===== src/inc/ppm_pkg.sv =====
// Constants shared by the port pattern-match interrupt block
package ppm_pkg;
	// ****************************************
	// Port and bus widths
	// ****************************************
	localparam int PORT_W_DEF = 8;
	localparam int ADR_W = 5;
	localparam int DAT_W = 32;
	localparam int SEL_W = 4;

	// ****************************************
	// Register byte offsets
	// ****************************************
	localparam logic [ADR_W-1:0] OFS_MASK = 5'h00;
	localparam logic [ADR_W-1:0] OFS_PATN = 5'h04;
	localparam logic [ADR_W-1:0] OFS_CTRL = 5'h08;
	localparam logic [ADR_W-1:0] OFS_STAT = 5'h0c;
	localparam logic [ADR_W-1:0] OFS_IEN = 5'h10;

	// ****************************************
	// Control register fields
	// ****************************************
	localparam int CTRL_FLAG = 0;
	localparam int CTRL_SENSE = 1;
	localparam int CTRL_ACTIVE = 2;

	// ****************************************
	// Status and interrupt-enable fields
	// ****************************************
	localparam int STAT_W = 2;
	localparam int ST_MATCH = 0;
	localparam int ST_WAKE = 1;

	// ****************************************
	// Reset values
	// ****************************************
	localparam logic [7:0] RST_MASK = 8'h00;
	localparam logic [7:0] RST_PATN = 8'hff;
	localparam logic RST_SENSE = 1'b0;
	localparam logic RST_ACTIVE = 1'b0;
	localparam logic [STAT_W-1:0] RST_STAT = 2'h0;
	localparam logic [STAT_W-1:0] RST_IEN = 2'h0;

	// ****************************************
	// Timing in cpu_core_clock cycles
	// ****************************************
	localparam int HOLD_CYC = 6;
	localparam int CNT_W = 3;
	localparam logic [CNT_W-1:0] HOLD_CNT = 3'h6;
endpackage


===== src/rtl/ppm_hold_filter.sv =====
// Persistence filter: qualifies a condition held longer than the hold count
`timescale 1ns/1ns
module ppm_hold_filter
	import ppm_pkg::*;
(
	input wire logic clock_i, // Core clock
	input wire logic nrst_i, // Synchronous reset, active low
	input wire logic ce_i, // Clock enable
	input wire logic cond_i, // Raw match condition
	output logic qual_o // Condition held past the hold count
);
	logic [CNT_W-1:0] run_cnt;

	// ****************************************
	// Run-length counter
	// ****************************************
	always_ff @(posedge clock_i)
	begin
		if (!nrst_i)
			run_cnt <= '0;
		else if (ce_i)
		begin
			if (!cond_i)
				run_cnt <= '0;
			else if (run_cnt != HOLD_CNT)
				run_cnt <= run_cnt + 3'h1;
		end
	end

	// Seventh straight cycle of the condition qualifies
	assign qual_o = cond_i && (run_cnt == HOLD_CNT);
endmodule


===== src/rtl/ppm_top.sv =====
// Port pattern-match interrupt unit with classic Wishbone register slave
`timescale 1ns/1ns
module ppm_top
	import ppm_pkg::*;
#(
	parameter int PORT_W = PORT_W_DEF
)
(
	input wire logic clock_i, // Core clock, 100 MHz
	input wire logic nrst_i, // Synchronous reset, active low
	input wire logic ce_i, // Clock enable, freezes state when low
	input wire logic [PORT_W-1:0] port_i, // Watched port pins
	input wire logic idle_i, // Core is in idle mode
	input wire logic pdown_i, // Core is in power-down mode
	input wire logic wb_cyc_i, // Wishbone cycle
	input wire logic wb_stb_i, // Wishbone strobe
	input wire logic wb_we_i, // Wishbone write enable
	input wire logic [ADR_W-1:0] wb_adr_i, // Wishbone byte address
	input wire logic [SEL_W-1:0] wb_sel_i, // Wishbone byte selects
	input wire logic [DAT_W-1:0] wb_dat_i, // Wishbone write data
	output logic [DAT_W-1:0] wb_dat_o, // Wishbone read data
	output logic wb_ack_o, // Wishbone acknowledge
	output logic irq_o, // Interrupt request, level
	output logic wake_o // Wake request to the power controller
);
	// ****************************************
	// Declarations
	// ****************************************
	logic [PORT_W-1:0] port_meta;
	logic [PORT_W-1:0] port_sync;
	logic [PORT_W-1:0] pin_participation_mask;
	logic [PORT_W-1:0] match_pattern_value;
	logic compare_sense_select;
	logic match_active;
	logic match_flag;
	logic [STAT_W-1:0] stat;
	logic [STAT_W-1:0] ien;
	logic [STAT_W-1:0] next_stat;
	logic next_flag;
	logic bus_req;
	logic wr_stb;
	logic rd_stb;
	logic lane0_wr;
	logic port_equal;
	logic match_cond;
	logic match_qual;
	logic sleeping;
	logic flag_clear;
	logic [STAT_W-1:0] stat_clear;
	logic [STAT_W-1:0] stat_set;
	logic [DAT_W-1:0] next_rdata;

	// ****************************************
	// Address decode
	// ****************************************
	function automatic logic hit(input logic [ADR_W-1:0] adr, input logic [ADR_W-1:0] ofs);
		hit = (adr[ADR_W-1:2] == ofs[ADR_W-1:2]);
	endfunction

	assign bus_req = wb_cyc_i && wb_stb_i && !wb_ack_o;
	assign wr_stb = bus_req && wb_we_i && ce_i;
	assign rd_stb = bus_req && !wb_we_i && ce_i;
	assign lane0_wr = wr_stb && wb_sel_i[0];

	// ****************************************
	// Port synchroniser
	// ****************************************
	always_ff @(posedge clock_i)
	begin
		if (!nrst_i)
		begin
			port_meta <= '0;
			port_sync <= '0;
		end
		else if (ce_i)
		begin
			port_meta <= port_i;
			port_sync <= port_meta;
		end
	end

	// ****************************************
	// Mask and pattern registers
	// ****************************************
	always_ff @(posedge clock_i)
	begin
		if (!nrst_i)
			pin_participation_mask <= PORT_W'(RST_MASK);
		else if (lane0_wr && hit(wb_adr_i, OFS_MASK))
			pin_participation_mask <= wb_dat_i[PORT_W-1:0];
	end

	always_ff @(posedge clock_i)
	begin
		if (!nrst_i)
			match_pattern_value <= PORT_W'(RST_PATN);
		else if (lane0_wr && hit(wb_adr_i, OFS_PATN))
			match_pattern_value <= wb_dat_i[PORT_W-1:0];
	end

	// ****************************************
	// Control and interrupt-enable register settings
	// ****************************************
	always_ff @(posedge clock_i)
	begin
		if (!nrst_i)
		begin
			compare_sense_select <= RST_SENSE;
			match_active <= RST_ACTIVE;
		end
		else if (lane0_wr && hit(wb_adr_i, OFS_CTRL))
		begin
			compare_sense_select <= wb_dat_i[CTRL_SENSE];
			match_active <= wb_dat_i[CTRL_ACTIVE];
		end
	end

	always_ff @(posedge clock_i)
	begin
		if (!nrst_i)
			ien <= RST_IEN;
		else if (lane0_wr && hit(wb_adr_i, OFS_IEN))
			ien <= wb_dat_i[STAT_W-1:0];
	end

	// ****************************************
	// Pattern compare
	// ****************************************
	// Pins outside the mask never differ
	assign port_equal = (((port_sync ^ match_pattern_value) & pin_participation_mask) == '0);
	assign match_cond = match_active && (compare_sense_select ? !port_equal : port_equal);

	ppm_hold_filter u_filter
	(
		.clock_i(clock_i),
		.nrst_i(nrst_i),
		.ce_i(ce_i),
		.cond_i(match_cond),
		.qual_o(match_qual)
	);

	// ****************************************
	// Match flag
	// ****************************************
	// Either register's clear bit drops the flag
	assign flag_clear = lane0_wr && ((hit(wb_adr_i, OFS_CTRL) && wb_dat_i[CTRL_FLAG])
		|| (hit(wb_adr_i, OFS_STAT) && wb_dat_i[ST_MATCH]));
	// Set wins over a simultaneous clear
	assign next_flag = match_qual || (match_flag && !flag_clear);

	always_ff @(posedge clock_i)
	begin
		if (!nrst_i)
			match_flag <= 1'b0;
		else if (ce_i)
			match_flag <= next_flag;
	end

	// ****************************************
	// Status, interrupt and wake
	// ****************************************
	assign sleeping = idle_i || pdown_i;
	assign stat_set = {match_qual && sleeping, next_flag};
	assign stat_clear = (lane0_wr && hit(wb_adr_i, OFS_STAT)) ? wb_dat_i[STAT_W-1:0] : '0;

	always_comb
	begin
		next_stat = stat_set | (stat & ~stat_clear);
		// Match bit follows the flag, whichever register clears it
		next_stat[ST_MATCH] = next_flag && !(stat_clear[ST_MATCH] && !match_qual);
	end

	always_ff @(posedge clock_i)
	begin
		if (!nrst_i)
			stat <= RST_STAT;
		else if (ce_i)
			stat <= next_stat;
	end

	always_ff @(posedge clock_i)
	begin
		if (!nrst_i)
			irq_o <= 1'b0;
		else if (ce_i)
			irq_o <= |(next_stat & ien);
	end

	always_ff @(posedge clock_i)
	begin
		if (!nrst_i)
			wake_o <= 1'b0;
		else if (ce_i)
			wake_o <= sleeping && next_stat[ST_MATCH] && ien[ST_MATCH];
	end

	// ****************************************
	// Wishbone read and acknowledge
	// ****************************************
	always_comb
	begin
		next_rdata = '0;
		if (hit(wb_adr_i, OFS_MASK))
			next_rdata[PORT_W-1:0] = pin_participation_mask;
		else if (hit(wb_adr_i, OFS_PATN))
			next_rdata[PORT_W-1:0] = match_pattern_value;
		else if (hit(wb_adr_i, OFS_CTRL))
		begin
			next_rdata[CTRL_FLAG] = match_flag;
			next_rdata[CTRL_SENSE] = compare_sense_select;
			next_rdata[CTRL_ACTIVE] = match_active;
		end
		else if (hit(wb_adr_i, OFS_STAT))
			next_rdata[STAT_W-1:0] = stat;
		else if (hit(wb_adr_i, OFS_IEN))
			next_rdata[STAT_W-1:0] = ien;
	end

	always_ff @(posedge clock_i)
	begin
		if (!nrst_i)
			wb_dat_o <= '0;
		else if (rd_stb)
			wb_dat_o <= next_rdata;
	end

	// Every address answers; unmapped reads return zero
	always_ff @(posedge clock_i)
	begin
		if (!nrst_i)
			wb_ack_o <= 1'b0;
		else if (ce_i)
			wb_ack_o <= bus_req;
	end
endmodule


===== config.mk =====
export PLATFORM = sky130hd
export DESIGN_NAME = ppm_top
export DESIGN_NICKNAME = d
export VERILOG_FILES = /design/src/inc/ppm_pkg.sv /design/src/rtl/ppm_hold_filter.sv /design/src/rtl/ppm_top.sv
export SDC_FILE = /design/constraint.sdc
export NUM_CORES = 1
export LEC_CHECK = 0
export BUFFER_PORTS_ARGS = -buffer_cell sky130_fd_sc_hd__buf_2
export CAP_MARGIN = 10
export CORE_ASPECT_RATIO = 1.5
export CORE_MARGIN = 2
export CORE_UTILIZATION = 45
export CTS_CLUSTER_SIZE = 24
export DETAILED_ROUTE_END_ITERATION = 10
export GPL_ROUTABILITY_DRIVEN = 0
export PLACE_DENSITY = 0.73
export SYNTH_ARGS = -nofsm -noshare
export SYNTH_HDL_FRONTEND = slang
export SYNTH_SLANG_ARGS = --single-unit

===== constraint.sdc =====
create_clock -name clock_i -period 2.21 [get_ports clock_i]
set_input_delay 0.442 -clock clock_i [delete_from_list [all_inputs] [get_ports clock_i]]
set_output_delay 0.442 -clock clock_i [all_outputs]
set_load 0.05 [all_outputs]

==> impl_metrics.env, run 1 <==
export IMPL_max_freq_mhz=564
export IMPL_dpl_hpwl_um=3660
export IMPL_ios=92
export IMPL_grt_ovfl_total=0
export IMPL_p_sw_uw=536
export IMPL_finalSetupViolCount=0
export IMPL_status="finished, final reports clean"
export IMPL_ff2ff_setup_slack_ns=0.44
export IMPL_vias=1870
export IMPL_ys_seq_elements=53
export IMPL_area_growth_pct=9.11
export IMPL_design_area_um2=2860
export IMPL_grt_start_max_net_pins=36
export IMPL_dp_cells=373
export IMPL_core_um2=5700
export IMPL_dieArea_um2=6470
export IMPL_cts_tree="built"
export IMPL_irDropWorstVdd_mv=0.430
export IMPL_cts_setup_buffers=0
export IMPL_wl_met3_um=182
export IMPL_io_buffer_count=38
export IMPL_p_seq_frac=0.546
export IMPL_via_per_inst=4.91
export IMPL_drtIter0Drc=102
export IMPL_cts_path_max_buffers=2
export IMPL_antenna_found_initial=0
export IMPL_yosysWarnings=0
export IMPL_rows=34
export IMPL_syn_area_per_cell_um2=9.57
export IMPL_critical_path_peak_fanout=6
export IMPL_syn_instance_count=274
export IMPL_min_delay_path_class="in -> reg"
export IMPL_layout_nets=367
export IMPL_reg2regPathDepth=6
export IMPL_post_dp_cell_area_um2=2770
export IMPL_clock_latency_ns=0.31
export IMPL_ys_types=37
export IMPL_first_pass_iters=4
export IMPL_p_int_uw=1280
export IMPL_cts_hold_buf=0
export IMPL_wl_met1_um=2090
export IMPL_r2r_end="stat[0]"
export IMPL_die_h_um=97.5
export IMPL_netlist_area_um2=2620
export IMPL_required_ns=2.47
export IMPL_route_met2_wl_um=2640
export IMPL_drc_errors=0
export IMPL_power_share_clock=0.313
export IMPL_power_total_uw=1810
export IMPL_ant_nets=0
export IMPL_start_util=0.460
export IMPL_p_sw_frac=0.296
export IMPL_root_buffer="clkbuf_8"
export IMPL_wire_per_inst_um=13.2
export IMPL_cts_sinks=53
export IMPL_grtUsageTotal=0.170
export IMPL_grt_pass1_vias=1870
export IMPL_cts_made_buffers=5
export IMPL_r2r_start="match_pattern_value[6]"
export IMPL_drive_gt1_frac=0.184
export IMPL_clk_pin_slew_ns=0.10
export IMPL_hold_path_end="match_pattern_value[6]"
export IMPL_worstPathArrival_ns=2.03
export IMPL_comb_power_share=0.141
export IMPL_cts_resized=0
export IMPL_cp_end_kind="flip-flop"
export IMPL_power_leakage_uw=0.00121
export IMPL_fin_worst_skew_ns=0.00564
export IMPL_power_density_nw_per_um2=633
export IMPL_fin_crit_sh=0.803
export IMPL_setup_tns_final_ns=0
export IMPL_worst_setup_path_type="reg -> reg"
export IMPL_period_minus_slack_ns=1.77
export IMPL_critPathLaunchType="flip-flop"
export IMPL_dieWidth_um=66.3
export IMPL_n_antenna_cell=0
export IMPL_grt_pass1_wl_um=8490
export IMPL_hold_start="wb_dat_i[6]"
export IMPL_top_layer="met4"
export IMPL_hold_depth=3
export IMPL_h_tree_depth=2
export IMPL_yosysSeqAreaShare=0.405
export IMPL_fin_util=0.502
export IMPL_cap_viol_max_count=0
export IMPL_hold_viol_final=0
export IMPL_drv_slew=0
export IMPL_rsz0062_at_grt="false"
export IMPL_layout_cells_non_filler=381
export IMPL_wl_um=5020
## worst max path at each step
stage                                            to  slack [ns]              startpoint
after floorplan           pin_participation_mask[0]        0.44                wb_ack_o
after global placement                 match_active        0.38                    ce_i
after detailed placement               match_active        0.35                    ce_i
after CTS                                   stat[0]        0.43  match_pattern_value[6]
after global routing            u_filter.run_cnt[0]        0.28  match_pattern_value[6]
final                                       stat[0]        0.44  match_pattern_value[6]
## cells by family after synthesis
kind of cell,share of synthesized area
AOI/OAI and AO/OA,0.0921
adders and majority gates,0.00954
buffers and inverters,0.0988
and+or+nand+nor,0.191
muxes,0.173
DFF,0.405
other,0.00143
xor gates and xnor gates,0.0301
## sequential cells by signal, indices dropped and copies added (netlist names), 2 cells and up
| register | flops |
|---|---|
| u_filter.run_cnt | 3 |
| wb_dat_o | 8 |
| match_pattern_value | 8 |
| pin_participation_mask | 8 |
| port_meta | 8 |
| port_sync | 8 |
| stat | 2 |
| ien | 2 |
## synth_stat cells
cell / n / share of area
dfxtp_1: 53 / 0.40
mux2i_1: 43 / 0.16
nor2b_1: 36 / 0.086
buf_4: 25 / 0.072
nand2_1: 15 / 0.021
nor2_1: 12 / 0.017
a22oi_1: 9 / 0.026
clkbuf_1: 8 / 0.011
xor2_1: 8 / 0.027
a21oi_1: 7 / 0.013
o21ai_0: 7 / 0.013
nor3_1: 5 / 0.0095
nand4_1: 4 / 0.0095
o22ai_1: 4 / 0.0095
a21boi_0: 3 / 0.0086
buf_2: 3 / 0.0057
inv_1: 3 / 0.0043
nor3b_1: 3 / 0.0086
a31oi_1: 2 / 0.0048
ha_1: 2 / 0.0095
mux2_2: 2 / 0.0086
nand2b_1: 2 / 0.0048
o211a_1: 2 / 0.0076
o211ai_1: 2 / 0.0057
or2_2: 2 / 0.0048
a41oi_1: 1 / 0.0033
buf_1: 1 / 0.0014
buf_6: 1 / 0.0043
conb_1: 1 / 0.0014
nand3_1: 1 / 0.0019
nand3b_1: 1 / 0.0029
nand4b_1: 1 / 0.0033
nand4b_4: 1 / 0.0091
nor3_4: 1 / 0.0062
or2_4: 1 / 0.0033
or3_1: 1 / 0.0024
xnor2_1: 1 / 0.0033
## cell usage in the layout (no fill, tap or decap), types with 2 or more instances in the layout
master | netlist | layout
buf_4 | 25 | 4
conb_1 | 1 | 24
a21boi_0 | 3 | 3
nor3_1 | 5 | 5
nor2b_1 | 36 | 36
a31oi_1 | 2 | 2
nand2b_1 | 2 | 2
o22ai_1 | 4 | 4
o211a_1 | 2 | 2
a22oi_1 | 9 | 9
mux2_2 | 2 | 2
mux2i_1 | 43 | 43
o21ai_0 | 7 | 7
inv_1 | 3 | 3
nor2_1 | 12 | 12
xor2_1 | 8 | 8
ha_1 | 2 | 2
buf_2 | 3 | 38
clkbuf_8 | 0 | 5
nor3b_1 | 3 | 3
o211ai_1 | 2 | 2
a21oi_1 | 7 | 7
dfxtp_1 | 53 | 53
nand2_1 | 15 | 15
nand4_1 | 4 | 4
or2_2 | 2 | 2
## worst max-delay path, cell delays in order (launching register included)
cell and delay, ns:
dfxtp_1 0.34, xor2_1 0.16, a22oi_1 0.23, nand4_1 0.21, mux2i_1 0.42, o21ai_0 0.21, nor2_1 0.13
## per-stage QoR
step | setup WS, ns | hold slack (ns)
after floorplan | 0.436 | 0.429
after global placement | 0.384 | 0.448
after detailed placement | 0.355 | 0.462
after CTS | 0.427 | 0.349
after global routing | 0.280 | 0.352
final | 0.436 | 0.353
## layer usage
metal / global-route usage / up-vias
met3: 0.0359 / 8
met4: 0.0738 / 0
met1: 0.189 / 853
li1: - / 959
met2: 0.299 / 50
met5: 0 / -
## power by group through the flow
stage               sequential [uW]  clock [uW]  combinational [uW]
global placement               1010           0                 256
detailed placement             1010           0                 257
finish                          989         567                 256
floorplan                      1020           0                 227
CTS                             990         585                 257
global route                    993         625                 278
## cell type report
cell class / instances / area (um^2)
clock inverters: 3 / 21.3
multi-input cells: 203 / 1390
clock buffers: 5 / 68.8
repair buffers: 42 / 220
flip-flops and latches: 53 / 1060
fillers: 578 / 2840
well taps: 72 / 90.1
inverters: 3 / 11.3
Power figures use the tool's default switching activity.
==> run 2, diff against run 1 <==
Clock period 2.21 ns to 1.85 ns, I/O delays scaled along.
==> run 2 against run 1 <==
  * Clock skew about the same
  * Global-route usage is 0.22 points lower
  * Largest power group unchanged
  * Non-clock buffer count rose by 4
  * Sequential power increased by 19%
  * Maximum frequency up 3.4%
  * Critical endpoint unchanged
  * Largest cell class unchanged
  * Critical path type unchanged
  * Die area is the same
  * Hold slack lost 0.066 ns
  * Sequential cell count did not move
==> impl_metrics.env, run 2 (same netlist as run 1, synthesis figures left out) <==
export IMPL_cp_end_kind="flip-flop"
export IMPL_clk_pin_slew_ns=0.10
export IMPL_fin_worst_skew_ns=0.00584
export IMPL_cts_hold_buf=0
export IMPL_p_int_uw=1670
export IMPL_p_sw_frac=0.279
export IMPL_antenna_found_initial=0
export IMPL_rsz0062_at_grt="true"
export IMPL_hold_viol_final=0
export IMPL_n_antenna_cell=0
export IMPL_period_minus_slack_ns=1.72
export IMPL_drtIter0Drc=58
export IMPL_dp_cells=377
export IMPL_dieArea_um2=6470
export IMPL_cp_slowest_cell="dfxtp_1"
export IMPL_worstPathArrival_ns=1.93
export IMPL_power_leakage_uw=0.00125
export IMPL_setup_tns_final_ns=0
export IMPL_multi_input_area_um2=1390
export IMPL_irDropWorstVdd_mv=0.557
export IMPL_crit_chain="xor2_1 > a22oi_1 > nand4_1 > mux2i_1 > buf_4 > o21ai_0 > nor2_1"
export IMPL_cts_made_buffers=5
export IMPL_clock_latency_ns=0.31
export IMPL_p_seq_frac=0.509
export IMPL_h_tree_depth=2
export IMPL_first_pass_iters=4
export IMPL_power_density_nw_per_um2=794
export IMPL_rows=34
export IMPL_grtUsageTotal=0.167
export IMPL_wl_um=5070
export IMPL_cts_sinks=53
export IMPL_drc_errors=0
export IMPL_final_common_cell="dfxtp_1"
export IMPL_finalSetupViolCount=0
export IMPL_required_ns=2.06
export IMPL_holdWs_ns=0.287
export IMPL_layout_nets=371
export IMPL_ios=92
export IMPL_via_per_inst=5.00
export IMPL_wire_per_inst_um=13.2
export IMPL_status="finished, final reports clean"
export IMPL_vias=1925
export IMPL_nFillCells=571
export IMPL_critical_path_peak_fanout=6
export IMPL_grt_start_max_net_pins=35
export IMPL_die_h_um=97.5
export IMPL_max_freq_mhz=583
export IMPL_fin_crit_sh=0.928
export IMPL_dpl_hpwl_um=3780
export IMPL_grt_pass1_vias=1949
export IMPL_cap_viol_max_count=0
export IMPL_mostFrequentLayoutCells="53 x dfxtp_1, 43 x mux2i_1, 38 x buf_2"
export IMPL_fin_util=0.512
export IMPL_grt_ovfl_total=0
export IMPL_drv_slew=0
export IMPL_worst_setup_path_type="reg -> reg"
export IMPL_power_share_clock=0.357
export IMPL_io_buffer_count=38
export IMPL_ant_nets=0
export IMPL_slowest_delay_ns=0.34
export IMPL_cts_tree="built"
export IMPL_layout_cells_non_filler=385
export IMPL_root_buffer="clkbuf_8"
export IMPL_start_util=0.460
export IMPL_core_um2=5700
export IMPL_dieWidth_um=66.3
export IMPL_comb_power_share=0.134
export IMPL_cts_resized=0
export IMPL_drive_gt1_frac=0.195
export IMPL_min_delay_path_class="in -> reg"
export IMPL_cts_path_max_buffers=2
export IMPL_grt_pass1_wl_um=8480
export IMPL_area_growth_pct=11.4
export IMPL_power_total_uw=2320
export IMPL_critPathLaunchType="flip-flop"
export IMPL_regArea_um2=1060
export IMPL_p_sw_uw=648
run 2: worst paths after layout:
kind              cells after the start                   start  slack [ns]                     end
setup / recovery                      7  match_pattern_value[6]        0.13                 stat[0]
hold / removal                        3             wb_dat_i[3]        0.29  match_pattern_value[3]
setup reg to reg                      7  match_pattern_value[6]        0.13                 stat[0]
hold reg to reg                       2                 stat[0]        0.49                 stat[0]
run 2: power groups by stage:
| stage | combinational [uW] | clock [uW] | sequential [uW] |
|---|---|---|---|
| finish | 311 | 827 | 1180 |
| global route | 336 | 888 | 1190 |
| CTS | 312 | 844 | 1180 |
| detailed placement | 312 | 0 | 1210 |
| global placement | 309 | 0 | 1210 |
| floorplan | 271 | 0 | 1220 |
run 2: timing repair:
action | 4_1_cts | 5_1_grt
setup buffers | 0 | 0
hold endpoints to repair | 0 | 0
setup endpoints to repair | 0 | 1
run 2: through the flow:
step,area (um^2),setup slack (ns)
finish,2920,0.134
global route,2920,-0.00320
CTS,2920,0.108
detailed placement,2800,0.134
global placement,2800,0.135
floorplan,2710,0.0763
run 2: worst max-delay path: cells and delay by family, from the launching register on:
| kind | cells | cell delay (ns) |
|---|---|---|
| AOI/OAI and AO/OA | 2 | 0.48 |
| xor gates and xnor gates | 1 | 0.16 |
| buffers and inverters | 1 | 0.16 |
| DFF | 1 | 0.34 |
| muxes | 1 | 0.16 |
| and+or+nand+nor | 2 | 0.30 |
run 2: layout make-up:
type                    count  share of cell area
clock buffers               5              0.0236
flip-flops and latches     53               0.363
well taps                  72              0.0308
clock inverters             3              0.0171
inverters                   3             0.00386
multi-input cells         203               0.476
repair buffers             46              0.0857
run 2: metal layers:
metal	part of all wire	global-route usage
met2	0.53	0.298
met3	0.041	0.0324
met1	0.40	0.181
met4	0.031	0.0848
met5	0	0
==> run 3, diff against run 2 <==
Settings changed: ABC_AREA set to 1, PLACE_DENSITY 0.73 to 0.74.
==> run 3 against run 2 <==
  * Cell count increased by 18%
  * Wire length up 8.1%
  * Setup slack gained 0.18 ns
  * Area after synthesis shrank 4.7%
  * Combinational power increased by 5%
  * Via count up 14%
  * Critical path type unchanged
==> impl_metrics.env, run 3 <==
export IMPL_syn_area_per_cell_um2=7.27
export IMPL_ys_top_cells_by_count="53 x dfxtp_1, 49 x nand2_1, 49 x o21ai_0"
export IMPL_ff2ff_setup_slack_ns=0.32
export IMPL_drc_errors=0
export IMPL_cts_path_max_buffers=2
export IMPL_area_growth_pct=11.1
export IMPL_r2r_end="wb_dat_o[1]"
export IMPL_cp_end_kind="flip-flop"
export IMPL_yosysWarnings=0
export IMPL_clock_latency_ns=0.31
export IMPL_ys_top_cells_by_area="dfxtp_1 42%, o21ai_0 9.8%, a21oi_1 8.4%, nand2_1 7.4%, buf_4 7.2%"
export IMPL_worst_setup_path_type="reg -> reg"
export IMPL_vias=2190
export IMPL_setup_tns_final_ns=0
export IMPL_reg2regPathDepth=9
export IMPL_cts_hold_buf=0
export IMPL_crit_family="simple AND/OR/NAND/NOR gates"
export IMPL_core_um2=5410
export IMPL_yosysMostFrequentCell="dfxtp_1"
export IMPL_crit_end="wb_dat_o[1]"
export IMPL_dpl_hpwl_um=4020
export IMPL_synth_edf_count=0
export IMPL_yosysSeqAreaShare=0.424
export IMPL_dp_cells=445
export IMPL_cts_tree="built"
export IMPL_layout_cells_non_filler=453
export IMPL_die_h_um=95.3
export IMPL_hold_viol_final=0
export IMPL_start_util=0.462
export IMPL_critical_path_peak_fanout=9
export IMPL_cp_slowest_cell="dfxtp_1"
export IMPL_clk_pin_slew_ns=0.10
export IMPL_cts_made_buffers=5
export IMPL_postSynth_asyncResetShare=0
export IMPL_root_buffer="clkbuf_8"
export IMPL_max_freq_mhz=652
export IMPL_final_common_cell="dfxtp_1"
export IMPL_wl_um=5480
export IMPL_cap_viol_max_count=0
export IMPL_status="finished, final reports clean"
export IMPL_synth_top_area_frac=0.424
export IMPL_grt_ovfl_total=0
export IMPL_fin_crit_sh=0.829
export IMPL_grtUsageTotal=0.191
export IMPL_power_leakage_uw=0.00133
export IMPL_crit_chain="nand3b_1 > nor2_4 > inv_1 > nor2_4 > inv_1 > nand2_1 > o21ai_1 > nand2_1 > inv_1"
export IMPL_cts_resized=0
export IMPL_irDropWorstVdd_mv=0.484
export IMPL_synth_simple_area_share=0.208
export IMPL_crit_top_cell="inv_1"
export IMPL_grt_pass1_vias=1984
export IMPL_first_pass_iters=4
export IMPL_required_ns=2.06
export IMPL_netlist_area_um2=2500
export IMPL_power_density_nw_per_um2=838
export IMPL_ys_seq_elements=53
export IMPL_synth_top_family_by_area="simple AND/OR/NAND/NOR gates"
export IMPL_h_tree_depth=2
export IMPL_mostFrequentLayoutCells="53 x dfxtp_1, 49 x nand2_1, 49 x o21ai_0"
export IMPL_wire_per_inst_um=12.1
export IMPL_period_minus_slack_ns=1.53
export IMPL_synthFlopType="dfxtp_1"
export IMPL_critPathLaunchType="flip-flop"
export IMPL_io_buffer_count=38
export IMPL_antenna_found_initial=0
export IMPL_drive_gt1_frac=0.157
export IMPL_cts_sinks=53
export IMPL_synth_mux_area_frac=0
export IMPL_slowest_delay_ns=0.34
export IMPL_rsz0062_at_grt="false"
export IMPL_drtIter0Drc=89
export IMPL_worstPathArrival_ns=1.74
export IMPL_via_per_inst=4.83
export IMPL_cp_startpoint="wb_ack_o"
export IMPL_ant_nets=0
export IMPL_cp_depth=9
export IMPL_cts_setup_buffers=0
export IMPL_drv_slew=0
export IMPL_nFillCells=570
export IMPL_dieArea_um2=6180
export IMPL_yosys_area_top_type="dfxtp_1"
export IMPL_ios=92
export IMPL_min_delay_path_class="in -> reg"
export IMPL_dieWidth_um=64.9
export IMPL_fin_util=0.514
export IMPL_ys_types=30
export IMPL_r2r_start="wb_ack_o"
export IMPL_crit_buf_inv=3
export IMPL_synth_compound_area_frac=0.199
export IMPL_finalSetupViolCount=0
export IMPL_grt_start_max_net_pins=33
export IMPL_grt_pass1_wl_um=9040
export IMPL_syn_instance_count=344
export IMPL_fin_worst_skew_ns=0.0137
export IMPL_rows=33
export IMPL_layout_nets=441
export IMPL_synth_xor_area_frac=0.00350
export IMPL_synthAdderAreaFrac=0.0100
export IMPL_n_antenna_cell=0
-- run 3: cell count changes in the layout (fill, tap and decap cells not counted), moves of 9 or more --
cell / previous run / this run
mux2i_1: 43 / 0
o21ai_0: 7 / 49
inv_1: 3 / 39
nor2b_1: 36 / 0
a21oi_1: 7 / 42
nand2_1: 15 / 49
nor2_1: 12 / 40
nand3_1: 1 / 12
a22oi_1: 9 / 0
-- run 3: how the worst min path moves through the flow --
stage / start / end / slack (ns) / cells past startpoint
floorplan: stat[0] / stat[0] / 0.43 / 2
global placement: stat[0] / stat[0] / 0.45 / 2
detailed placement: port_sync[5] / port_sync[5] / 0.46 / 2
CTS: port_i[1] / port_meta[1] / 0.27 / 3
global route: port_i[2] / port_meta[2] / 0.28 / 3
finish: port_i[0] / port_meta[0] / 0.27 / 3
-- run 3: layer usage --
| layer | track usage | part of all wire |
|---|---|---|
| met4 | 0.0975 | 0.029 |
| met5 | 0 | 0 |
| met2 | 0.332 | 0.50 |
| met3 | 0.0319 | 0.043 |
| met1 | 0.223 | 0.42 |
-- run 3: where the power goes --
part	internal [uW]	total (uW)	leakage [uW]	switching (uW)
clock	406	804	0.0000585	398
combinational	73.7	327	0.000843	253
sequential	1180	1200	0.000433	18.2
-- run 3: worst register-to-register path, stage by stage, from the launching register on --
cell	delay [ns]
dfxtp_1	0.34
nand3b_1	0.19
nor2_4	0.13
inv_1	0.08
nor2_4	0.22
inv_1	0.22
nand2_1	0.10
o21ai_1	0.06
nand2_1	0.06
inv_1	0.03
-- run 3: through the flow --
stage	total power, uW	area [um^2]	hold slack (ns)	setup WS, ns
global route	2430	2780	0.276	0.0507
CTS	2340	2780	0.266	0.290
global placement	1550	2670	0.446	0.283
floorplan	1510	2590	0.433	0.276
finish	2330	2780	0.271	0.316
detailed placement	1550	2670	0.459	0.263
-- run 3: kinds of logic after synthesis --
family,Yosys count
simple gates,115
flops,53
compound gates,97
fa+ha+maj,2
other cells,1
xor+xnor,1
buf+inv,75
-- run 3: area by class of cell --
| cell class | count | area [um^2] | area share |
|---|---|---|---|
| clock buffer | 5 | 68.8 | 0.0248 |
| clock inverter | 3 | 43.8 | 0.0158 |
| inverter | 41 | 154 | 0.0554 |
| multi-input combinational | 239 | 1140 | 0.411 |
| sequential | 53 | 1060 | 0.382 |
| tap | 70 | 87.6 | 0.0315 |
| timing repair buffer | 42 | 220 | 0.0793 |
